===== src/lsq_regs_map.vh =====
`ifndef LSQ_REGS_MAP_VH
`define LSQ_REGS_MAP_VH

// ----------------------------------------
// register offsets
// ----------------------------------------
`define LSQ_ADDR_CONFIG 8'h08
`define LSQ_ADDR_RED_PC 8'h09
`define LSQ_ADDR_GREEN_PC 8'h0A
`define LSQ_ADDR_BLUE_PC 8'h0B
`define LSQ_ADDR_STATUS 8'h0C
`define LSQ_ADDR_SOFT_RESET 8'h0D
`define LSQ_ADDR_PIN_CTRL 8'h0E
`define LSQ_ADDR_MEM_FIRST 8'h10
`define LSQ_ADDR_MEM_LAST 8'h6F

// ----------------------------------------
// reset values and keys
// ----------------------------------------
`define LSQ_RESET_BYTE 8'h00
`define LSQ_SOFT_RESET_KEY 8'hFF

// ----------------------------------------
// field positions
// ----------------------------------------
`define LSQ_CFG_PWM_CLOCK_SELECT 6
`define LSQ_CFG_INT_CLK_EN 0
`define LSQ_CFG_USED_MSB 6
`define LSQ_STAT_EXT_CLK 3
`define LSQ_STAT_RED_IRQ 2
`define LSQ_STAT_GREEN_IRQ 1
`define LSQ_STAT_BLUE_IRQ 0
`define LSQ_PIN_IRQ_AS_OUTPUT 2
`define LSQ_PIN_GENERAL_OUTPUT 1
`define LSQ_PIN_IRQ_LEVEL 0
`define LSQ_PC_WIDTH 4

// ----------------------------------------
// channel codes
// ----------------------------------------
`define LSQ_EXECUTION_CONTROL_HOLD 2'b00
`define LSQ_MODE_LOAD 2'b01

// ----------------------------------------
// timing
// ----------------------------------------
`define LSQ_REF_CLK_HZ 25000000
`define LSQ_SLOW_CLK_HZ 32768
`define LSQ_PWM_LOW_HZ 256
`define LSQ_PWM_HIGH_HZ 558
`define LSQ_SLOW_PER_LOW_PWM (`LSQ_SLOW_CLK_HZ / `LSQ_PWM_LOW_HZ)
`define LSQ_REF_PER_HIGH_PWM (`LSQ_REF_CLK_HZ / `LSQ_PWM_HIGH_HZ)
`define LSQ_REF_PER_SLOW (`LSQ_REF_CLK_HZ / `LSQ_SLOW_CLK_HZ)

`endif


===== src/lsq_pwm_clk.v =====
`include "lsq_regs_map.vh"

module lsq_pwm_clk #(
    parameter HIGH_DIV = `LSQ_REF_PER_HIGH_PWM,
    parameter LOW_DIV = `LSQ_SLOW_PER_LOW_PWM
) (
    // clock and reset
    input wire ref_clk,
    input wire nrst,
    input wire softClear,
    // rate selection
    input wire pwmClockSelect,
    input wire slowTick,
    // pwm tick
    output reg pwmTick
);

    // ----------------------------------------
    // two dividers, one per pwm source
    // ----------------------------------------
    reg [15:0] highCnt_r;
    reg [7:0] lowCnt_r;
    wire highWrap;
    wire lowWrap;

    assign highWrap = (highCnt_r == HIGH_DIV[15:0] - 16'h0001);
    assign lowWrap = slowTick && (lowCnt_r == LOW_DIV[7:0] - 8'h01);

    always @(posedge ref_clk or negedge nrst) begin
        if (!nrst) begin
            highCnt_r <= 16'h0000;
            lowCnt_r <= 8'h00;
            pwmTick <= 1'b0;
        end else if (softClear) begin
            highCnt_r <= 16'h0000;
            lowCnt_r <= 8'h00;
            pwmTick <= 1'b0;
        end else begin
            highCnt_r <= highWrap ? 16'h0000 : highCnt_r + 16'h0001;
            if (slowTick) begin
                lowCnt_r <= lowWrap ? 8'h00 : lowCnt_r + 8'h01;
            end
            pwmTick <= pwmClockSelect ? highWrap : lowWrap;
        end
    end

endmodule


===== src/lsq_prog_mem.v =====
`include "lsq_regs_map.vh"

module lsq_prog_mem #(
    parameter DEPTH = 96,
    parameter AW = 7
) (
    // clock and reset
    input wire ref_clk,
    input wire nrst,
    input wire softClear,
    // write port
    input wire wrEn,
    input wire [AW-1:0] wrAddr,
    input wire [7:0] wrData,
    // read ports
    input wire [AW-1:0] hostAddr,
    output wire [7:0] hostData,
    input wire [AW-1:0] engAddr,
    output wire [7:0] engData
);

    // ----------------------------------------
    // byte array, cleared on any reset
    // ----------------------------------------
    reg [7:0] mem [0:DEPTH-1];
    integer i;

    always @(posedge ref_clk or negedge nrst) begin
        if (!nrst) begin
            for (i = 0; i < DEPTH; i = i + 1) begin
                mem[i] <= `LSQ_RESET_BYTE;
            end
        end else if (softClear) begin
            for (i = 0; i < DEPTH; i = i + 1) begin
                mem[i] <= `LSQ_RESET_BYTE;
            end
        end else if (wrEn) begin
            mem[wrAddr] <= wrData;
        end
    end

    assign hostData = (hostAddr < DEPTH) ? mem[hostAddr] : 8'h00;
    assign engData = (engAddr < DEPTH) ? mem[engAddr] : 8'h00;

endmodule


===== src/lsq_regs.v =====
// Contract
// pwm tick 256 Hz slow, 558 Hz internal
// three 4-bit program counters, upper bits zero
// host spaces counter writes over 153 us
// counter access only while channel holds
// status bit 3 shows external clock use
// status bits 2..0 are channel interrupt flags
// status read clears all interrupt flags
// status read releases the interrupt pin
// FFH to reset register resets all, no ack
// control bit 2 makes irq pin general output
// general pin follows bit 1, irq bit 0
// program memory bytes 10H..6FH, reset 00H
// execution code 00b is hold state
// load mode enables memory writes, clears counter
// irq pin low while any flag set
// other reset values leave registers untouched
`include "lsq_regs_map.vh"

module lsq_regs #(
    parameter HIGH_DIV = `LSQ_REF_PER_HIGH_PWM,
    parameter SLOW_DIV = `LSQ_REF_PER_SLOW
) (
    // clock and reset
    input wire ref_clk,
    input wire nrst,
    // register port from the two-wire host
    input wire regWrite,
    input wire regRead,
    input wire [7:0] regAddr,
    input wire [7:0] regWrData,
    output reg [7:0] regRdData,
    output reg regAck,
    // channel engine side
    input wire [5:0] executionControl,
    input wire [5:0] operationMode,
    input wire [2:0] chanIrqEvent,
    input wire [6:0] engMemAddr,
    output reg [7:0] engMemData,
    output reg [11:0] programCounters,
    // clocks
    input wire slowClockInput,
    output reg pwmTick,
    // pins
    output reg generalOutputPin,
    output reg irqPinLevel
);

    // ----------------------------------------
    // register state
    // ----------------------------------------
    reg [`LSQ_CFG_USED_MSB:0] config_r;
    reg [3:0] pc_r [0:2];
    reg [3:0] pcPend_r [0:2];
    reg [2:0] pcPendValid_r;
    reg [2:0] irqFlags_r;
    reg [2:0] pinCtrl_r;
    reg slowPrev_r;
    reg [9:0] slowDiv_r;
    reg softClear;
    wire slowEdge;
    wire intSlowTick;
    wire slowTick;
    wire extClockInUse;
    wire inHold0;
    wire inHold1;
    wire inHold2;
    wire [2:0] chanHold;
    wire [2:0] chanLoad;
    wire isMem;
    wire memWr;
    wire [6:0] memIdx;
    wire [7:0] memOff;
    wire [7:0] memHostData;
    wire [7:0] memEngData;
    wire pwmTickW;
    wire statusRead;
    wire [2:0] irqFlags_nxt;
    reg [7:0] rdMux;
    integer c;

    // ----------------------------------------
    // helper functions
    // ----------------------------------------
    function isHold;
        input [1:0] code;
        begin
            isHold = (code == `LSQ_EXECUTION_CONTROL_HOLD);
        end
    endfunction

    function [1:0] chanField;
        input [5:0] packed6;
        input [1:0] ch;
        begin
            case (ch)
                2'h0: chanField = packed6[5:4];
                2'h1: chanField = packed6[3:2];
                default: chanField = packed6[1:0];
            endcase
        end
    endfunction

    // ----------------------------------------
    // 32 kHz timebase
    // ----------------------------------------
    assign extClockInUse = ~config_r[`LSQ_CFG_INT_CLK_EN];
    assign slowEdge = slowClockInput & ~slowPrev_r;
    assign intSlowTick = (slowDiv_r == SLOW_DIV[9:0] - 10'h001);
    assign slowTick = extClockInUse ? slowEdge : intSlowTick;

    always @(posedge ref_clk or negedge nrst) begin
        if (!nrst) begin
            slowPrev_r <= 1'b0;
            slowDiv_r <= 10'h000;
        end else begin
            slowPrev_r <= slowClockInput;
            slowDiv_r <= intSlowTick ? 10'h000 : slowDiv_r + 10'h001;
        end
    end

    // ----------------------------------------
    // decode
    // ----------------------------------------
    assign inHold0 = isHold(chanField(executionControl, 2'h0));
    assign inHold1 = isHold(chanField(executionControl, 2'h1));
    assign inHold2 = isHold(chanField(executionControl, 2'h2));
    assign chanHold = {inHold2, inHold1, inHold0};
    assign chanLoad[0] = (chanField(operationMode, 2'h0) == `LSQ_MODE_LOAD);
    assign chanLoad[1] = (chanField(operationMode, 2'h1) == `LSQ_MODE_LOAD);
    assign chanLoad[2] = (chanField(operationMode, 2'h2) == `LSQ_MODE_LOAD);
    assign isMem = (regAddr >= `LSQ_ADDR_MEM_FIRST) && (regAddr <= `LSQ_ADDR_MEM_LAST);
    assign memOff = regAddr - `LSQ_ADDR_MEM_FIRST;
    assign memIdx = memOff[6:0];
    assign memWr = regWrite && isMem && (|chanLoad);
    assign statusRead = regRead && (regAddr == `LSQ_ADDR_STATUS);

    // ----------------------------------------
    // program memory and pwm clock
    // ----------------------------------------
    lsq_prog_mem #(
        .DEPTH(96),
        .AW(7)
    ) u_mem (
        .ref_clk(ref_clk),
        .nrst(nrst),
        .softClear(softClear),
        .wrEn(memWr),
        .wrAddr(memIdx),
        .wrData(regWrData),
        .hostAddr(memIdx),
        .hostData(memHostData),
        .engAddr(engMemAddr),
        .engData(memEngData)
    );

    lsq_pwm_clk #(
        .HIGH_DIV(HIGH_DIV),
        .LOW_DIV(`LSQ_SLOW_PER_LOW_PWM)
    ) u_pwm (
        .ref_clk(ref_clk),
        .nrst(nrst),
        .softClear(softClear),
        .pwmClockSelect(config_r[`LSQ_CFG_PWM_CLOCK_SELECT]),
        .slowTick(slowTick),
        .pwmTick(pwmTickW)
    );

    // ----------------------------------------
    // read mux
    // ----------------------------------------
    always @* begin
        rdMux = 8'h00;
        if (isMem) begin
            rdMux = memHostData;
        end else begin
            case (regAddr)
                `LSQ_ADDR_CONFIG: rdMux = {1'b0, config_r};
                `LSQ_ADDR_RED_PC: rdMux = inHold0 ? {4'h0, pc_r[0]} : 8'h00;
                `LSQ_ADDR_GREEN_PC: rdMux = inHold1 ? {4'h0, pc_r[1]} : 8'h00;
                `LSQ_ADDR_BLUE_PC: rdMux = inHold2 ? {4'h0, pc_r[2]} : 8'h00;
                `LSQ_ADDR_STATUS: rdMux = {4'h0, extClockInUse, irqFlags_r};
                `LSQ_ADDR_PIN_CTRL: rdMux = {5'h00, pinCtrl_r};
                default: rdMux = 8'h00;
            endcase
        end
    end

    // ----------------------------------------
    // bus answer and soft reset
    // ----------------------------------------
    always @(posedge ref_clk or negedge nrst) begin
        if (!nrst) begin
            regRdData <= 8'h00;
            regAck <= 1'b0;
            softClear <= 1'b0;
        end else begin
            softClear <= regWrite && (regAddr == `LSQ_ADDR_SOFT_RESET)
                && (regWrData == `LSQ_SOFT_RESET_KEY);
            regAck <= (regRead || regWrite) && !(regWrite
                && (regAddr == `LSQ_ADDR_SOFT_RESET)
                && (regWrData == `LSQ_SOFT_RESET_KEY));
            if (regRead) begin
                regRdData <= rdMux;
            end
        end
    end

    // ----------------------------------------
    // configuration and pin control
    // ----------------------------------------
    always @(posedge ref_clk or negedge nrst) begin
        if (!nrst) begin
            config_r <= 7'h00;
            pinCtrl_r <= 3'h0;
        end else if (softClear) begin
            config_r <= 7'h00;
            pinCtrl_r <= 3'h0;
        end else if (regWrite) begin
            if (regAddr == `LSQ_ADDR_CONFIG) begin
                config_r <= regWrData[`LSQ_CFG_USED_MSB:0];
            end
            if (regAddr == `LSQ_ADDR_PIN_CTRL) begin
                pinCtrl_r <= regWrData[2:0];
            end
        end
    end

    // ----------------------------------------
    // program counters, applied on slow tick
    // ----------------------------------------
    always @(posedge ref_clk or negedge nrst) begin
        if (!nrst) begin
            for (c = 0; c < 3; c = c + 1) begin
                pc_r[c] <= 4'h0;
                pcPend_r[c] <= 4'h0;
            end
            pcPendValid_r <= 3'b000;
        end else if (softClear) begin
            for (c = 0; c < 3; c = c + 1) begin
                pc_r[c] <= 4'h0;
                pcPend_r[c] <= 4'h0;
            end
            pcPendValid_r <= 3'b000;
        end else begin
            for (c = 0; c < 3; c = c + 1) begin
                if (regWrite && chanHold[c]
                    && (regAddr == `LSQ_ADDR_RED_PC + c[7:0])) begin
                    pcPend_r[c] <= regWrData[`LSQ_PC_WIDTH-1:0];
                    pcPendValid_r[c] <= 1'b1;
                end else if (slowTick) begin
                    pcPendValid_r[c] <= 1'b0;
                end
                if (chanLoad[c]) begin
                    pc_r[c] <= 4'h0;
                end else if (slowTick && pcPendValid_r[c]) begin
                    pc_r[c] <= pcPend_r[c];
                end
            end
        end
    end

    // ----------------------------------------
    // interrupt flags, set wins over read clear
    // ----------------------------------------
    assign irqFlags_nxt = (statusRead ? 3'b000 : irqFlags_r) | chanIrqEvent;

    always @(posedge ref_clk or negedge nrst) begin
        if (!nrst) begin
            irqFlags_r <= 3'b000;
        end else if (softClear) begin
            irqFlags_r <= 3'b000;
        end else begin
            irqFlags_r <= irqFlags_nxt;
        end
    end

    // ----------------------------------------
    // registered outputs
    // ----------------------------------------
    always @(posedge ref_clk or negedge nrst) begin
        if (!nrst) begin
            generalOutputPin <= 1'b0;
            irqPinLevel <= 1'b1;
            pwmTick <= 1'b0;
            engMemData <= 8'h00;
            programCounters <= 12'h000;
        end else begin
            generalOutputPin <= pinCtrl_r[`LSQ_PIN_GENERAL_OUTPUT];
            if (pinCtrl_r[`LSQ_PIN_IRQ_AS_OUTPUT]) begin
                irqPinLevel <= pinCtrl_r[`LSQ_PIN_IRQ_LEVEL];
            end else begin
                irqPinLevel <= ~|irqFlags_r;
            end
            pwmTick <= pwmTickW;
            engMemData <= memEngData;
            programCounters <= {pc_r[0], pc_r[1], pc_r[2]};
        end
    end

endmodule


===== config.mk =====
export PLATFORM = sky130hd
export DESIGN_NAME = lsq_regs
export DESIGN_NICKNAME = d
export VERILOG_FILES = /design/src/lsq_pwm_clk.v /design/src/lsq_prog_mem.v /design/src/lsq_regs.v
export VERILOG_INCLUDE_DIRS = /design/src
export SDC_FILE = /design/constraint.sdc
export NUM_CORES = 2
export LEC_CHECK = 0
export BUFFER_PORTS_ARGS = -buffer_cell sky130_fd_sc_hd__buf_2
export CORE_MARGIN = 2
export CORE_UTILIZATION = 45
export CTS_CLUSTER_DIAMETER = 30
export DETAILED_ROUTE_END_ITERATION = 16
export PLACE_DENSITY_LB_ADDON = 0.12
export SLEW_MARGIN = 15
export SYNTH_ARGS = -nofsm -noshare
export SYNTH_HDL_FRONTEND = slang
export SYNTH_SLANG_ARGS = --single-unit

===== constraint.sdc =====
create_clock -name ref_clk -period 2.26 [get_ports ref_clk]
set_input_delay 0.452 -clock ref_clk [delete_from_list [all_inputs] [get_ports ref_clk]]
set_output_delay 0.452 -clock ref_clk [all_outputs]
set_load 0.03 [all_outputs]

==> flow_summary.json <==
{
  "synth-seq-cells": 877,
  "setup_viol": 1,
  "fin_skew_ns": 0.0382,
  "die_h_um": 334,
  "grt_pass1_vias": 44700,
  "critPathTopFamily": "compound AO/OA/AOI/OAI gates",
  "synthMuxAreaShare": 0.236,
  "routed_wl_um": 198000,
  "crit_start": "u_mem.mem[635]",
  "syn_avg_cell_area_um2": 10.1,
  "grt_util_met1": 0.479,
  "fill_cells": 8747,
  "synth_top_family_by_area": "multiplexers",
  "gp_routability_congestion": 0.991,
  "placed_area_mm2": 0.0575,
  "netlist_instances": 4852,
  "grt_use_met3": 0.0943,
  "synthXorXnorAreaFrac": 0.00448,
  "grt_max_degree": 101,
  "numCtsBuffers": 216,
  "avgViaCountPerCell": 6.36,
  "placed_cells_incl_taps": 6621,
  "ys_seq_area_frac": 0.449,
  "max_freq_mhz": 439,
  "ys_warn_count": 0,
  "antenna_found_initial": 7,
  "cts_sinks": 877,
  "required_ns": 2.96,
  "synth_compound_area_frac": 0.158,
  "io_pins": 75,
  "post-route-cell-area_mm2": 0.0656,
  "synth_nets": 4904,
  "row_count": 120,
  "nets": 5495,
  "grt_pass1_wl_um": 298000,
  "hpwl_um": 137000,
  "worstMarginPinSlew_ns": 0.967,
  "routedWlPerCell_um": 28.2,
  "fin_crit_sh": 1.01,
  "p_comb_frac": 0.085,
  "yosysMostFrequentCell": "dfrtp_1",
  "worstSetupEndpointType": "register",
  "synthTopCellsByCount": "dfrtp_1 (876), nand2_1 (674), a21oi_1 (614)",
  "synth-async-reset-ratio": 1.00,
  "worst-endpoint-arrival_ns": 2.97,
  "dpl_worst_slack_ns": -0.995,
  "slowest_stage": "mux4_2",
  "cp-start-kind": "register",
  "grt_usage": 0.357,
  "p_seq_frac": 0.307,
  "synth-simple-area-share": 0.112,
  "synth.area.top_cells": "dfrtp_1 (45%), mux4_2 (14%), mux2i_1 (9.6%)",
  "slew-limit-headroom": 0.350,
  "drc": 0,
  "p_leak_nw": 29.4,
  "finalHoldViolCount": 0,
  "drive_above_1_share": 0.298,
  "synth_area_leader_cell": "dfrtp_1",
  "p_int_mw": 41.2,
  "clk_latency_ns": 0.82,
  "syn-cell-area_mm2": 0.0489,
  "die_w_um": 334,
  "synth_top_area_share": 0.448,
  "crit_buf_inv": 0,
  "final_core_util": 0.611,
  "busiest_layer": "met2",
  "cts_max_level": 4,
  "overflow": 0,
  "synthAdderAreaFrac": 0.00230,
  "hold_path_class": "primary input to register",
  "drt-initial-drc-count": 5995,
  "synthDistinctLibCells": 63,
  "clk_pin_slew_worst_paths_ns": 0.05,
  "cellPowerDensity_mw_per_mm2": 834,
  "clockPowerShare": 0.609,
  "dieArea_mm2": 0.111,
  "layout_setup_ws_ns": -0.0166,
  "slew_viol_final": 0,
  "clockBufferDepth": 3,
  "p_sw_mw": 13.5,
  "vias": 44800,
  "cp_slowest_stage_delay_ns": 0.47,
  "cts_tree": "done",
  "area_growth_pct": 34.2,
  "violations": "negative setup slack",
  "timing.rr.start": "u_mem.mem[635]",
  "met2_usage": 0.540,
  "route.antenna.remaining_nets": 0,
  "crit_chain": "mux4_2, o22a_4, a31oi_2, a31oi_1, o31a_1, o22a_1",
  "min_from": "regWrData[1]",
  "cts_setup_buffers": 0,
  "ir_drop_uv": 714,
  "worst-setup-path-type": "register to register",
  "maxCapViolCount": 0,
  "min_period_ns": 2.28,
  "cts-root-buf": "clkbuf_16",
  "yosys_most_used_dff": "dfrtp_1",
  "status": "complete, but fails checks",
  "core_mm2": 0.107,
  "synth-edff-count": 0,
  "critPathMaxFanout": 3,
  "swShare": 0.247,
  "stdcell_count": 7036,
  "start_util": 0.455,
  "io_buffers": 74,
  "first_pass_iters": 9
}
## final timing paths
| path | endpoint | slack, ns | cells past startpoint |
|---|---|---|---|
| worst max-delay path | regRdData[3] | -0.02 | 6 |
| worst min-delay path | u_mem.mem[217] | 0.07 | 3 |
| worst max register to register | regRdData[3] | -0.02 | 6 |
| worst min register to register | pwmTick | 0.35 | 0 |
| max in group asynchronous | u_mem.mem[466] | 1.09 | 3 |
| min in group asynchronous | u_mem.mem[715] | 0.18 | 2 |
## state kept, by name, indices dropped and copies added, names as in the netlist, 3 cells and up
register         cells
irqFlags_r           3
engMemData           8
pcPend_r            12
pc_r                12
u_mem.mem          768
slowDiv_r           10
config_r             7
u_pwm.lowCnt_r       8
u_pwm.highCnt_r     16
programCounters     12
regRdData            8
pcPendValid_r        3
pinCtrl_r            3
## power by group through the flow
stage                     combinational [mW]  sequential (mW)  clock, mW
final                                   4.64             16.8       33.3
after global routing                    4.90             16.8       34.5
after CTS                               4.58             16.7       33.5
after detailed placement                4.54             17.0          0
after global placement                  4.49             17.0          0
after floorplan                         2.32             16.8          0
## cells by family after synthesis
kind of cell             Yosys count
XOR/XNOR                          25
multiplexers                     775
adder cells (fa/ha/maj)            9
buffers and inverters            479
AO/OA/AOI/OAI                   1417
flip-flops                       877
AND/OR/NAND/NOR                 1270
## tightest hold or removal path, cell delays in order
cell	delay, ns
buf_4	0.22
nand2_1	0.10
a21oi_1	0.05
## cell type report
| cell class | instances | area [µm²] | area share |
|---|---|---|---|
| diodes | 1 | 2.50 | 0.0000381 |
| clock buffers | 273 | 6060 | 0.0924 |
| clock inverters | 134 | 1860 | 0.0283 |
| inverters | 10 | 45.0 | 0.000687 |
| multi-input cells | 3496 | 25700 | 0.392 |
| flip-flops and latches | 877 | 22000 | 0.335 |
| well taps | 1403 | 1760 | 0.0268 |
| repair buffers | 842 | 8180 | 0.125 |
## cells in the final DEF, fill, tap and decap left out, types with 9 or more instances in the layout
master	count
clkinv_4	16
a22o_1	19
nor3_4	14
buf_4	615
and3_1	12
o22ai_1	31
a41oi_1	11
nand2b_1	21
dfrtp_1	875
nor2_4	57
a31oi_1	20
mux4_2	301
nand4_1	9
clkbuf_16	219
a22oi_1	95
buf_12	156
clkinvlp_4	29
xor2_1	17
mux2i_1	470
nor2_2	11
buf_2	59
o221ai_1	19
bufinv_16	36
or3_1	13
nand2_1	667
a21oi_1	613
o21ai_0	568
clkbuf_1	16
clkinv_2	39
nor3_1	10
nor2_1	317
clkbuf_8	40
nand3_1	73
## metrics by stage
| stage | power, mW | hold slack [ns] | TNS [ns] |
|---|---|---|---|
| 4_1_cts | 54.9 | 0.0199 | 0 |
| 6_report | 54.7 | 0.0669 | -0.0166 |
| 3_5_place_dp | 21.5 | 0.342 | -360.85 |
| 2_1_floorplan | 19.1 | 0.156 | -100.02 |
| 3_3_place_gp | 21.5 | 0.344 | -350.72 |
| 5_1_grt | 56.2 | 0.0590 | -0.00245 |
## what timing repair did
| item | 4_1_cts | 5_1_grt |
|---|---|---|
| endpoints found under the setup margin | 5 | 11 |
| pin swaps | 2 | 1 |
| hold buffers | 7 | 0 |
| gates resized for setup | 13 | 15 |
| cloned | 0 | 0 |
| hold endpoints to repair | 221 | 0 |
## metal layers
layer	wire, µm	share of wire
met2	89300	0.45
met3	19900	0.10
met1	79400	0.40
met5	37	0.00019
met4	9540	0.048
Note: power is estimated with default switching activity, not from simulation.
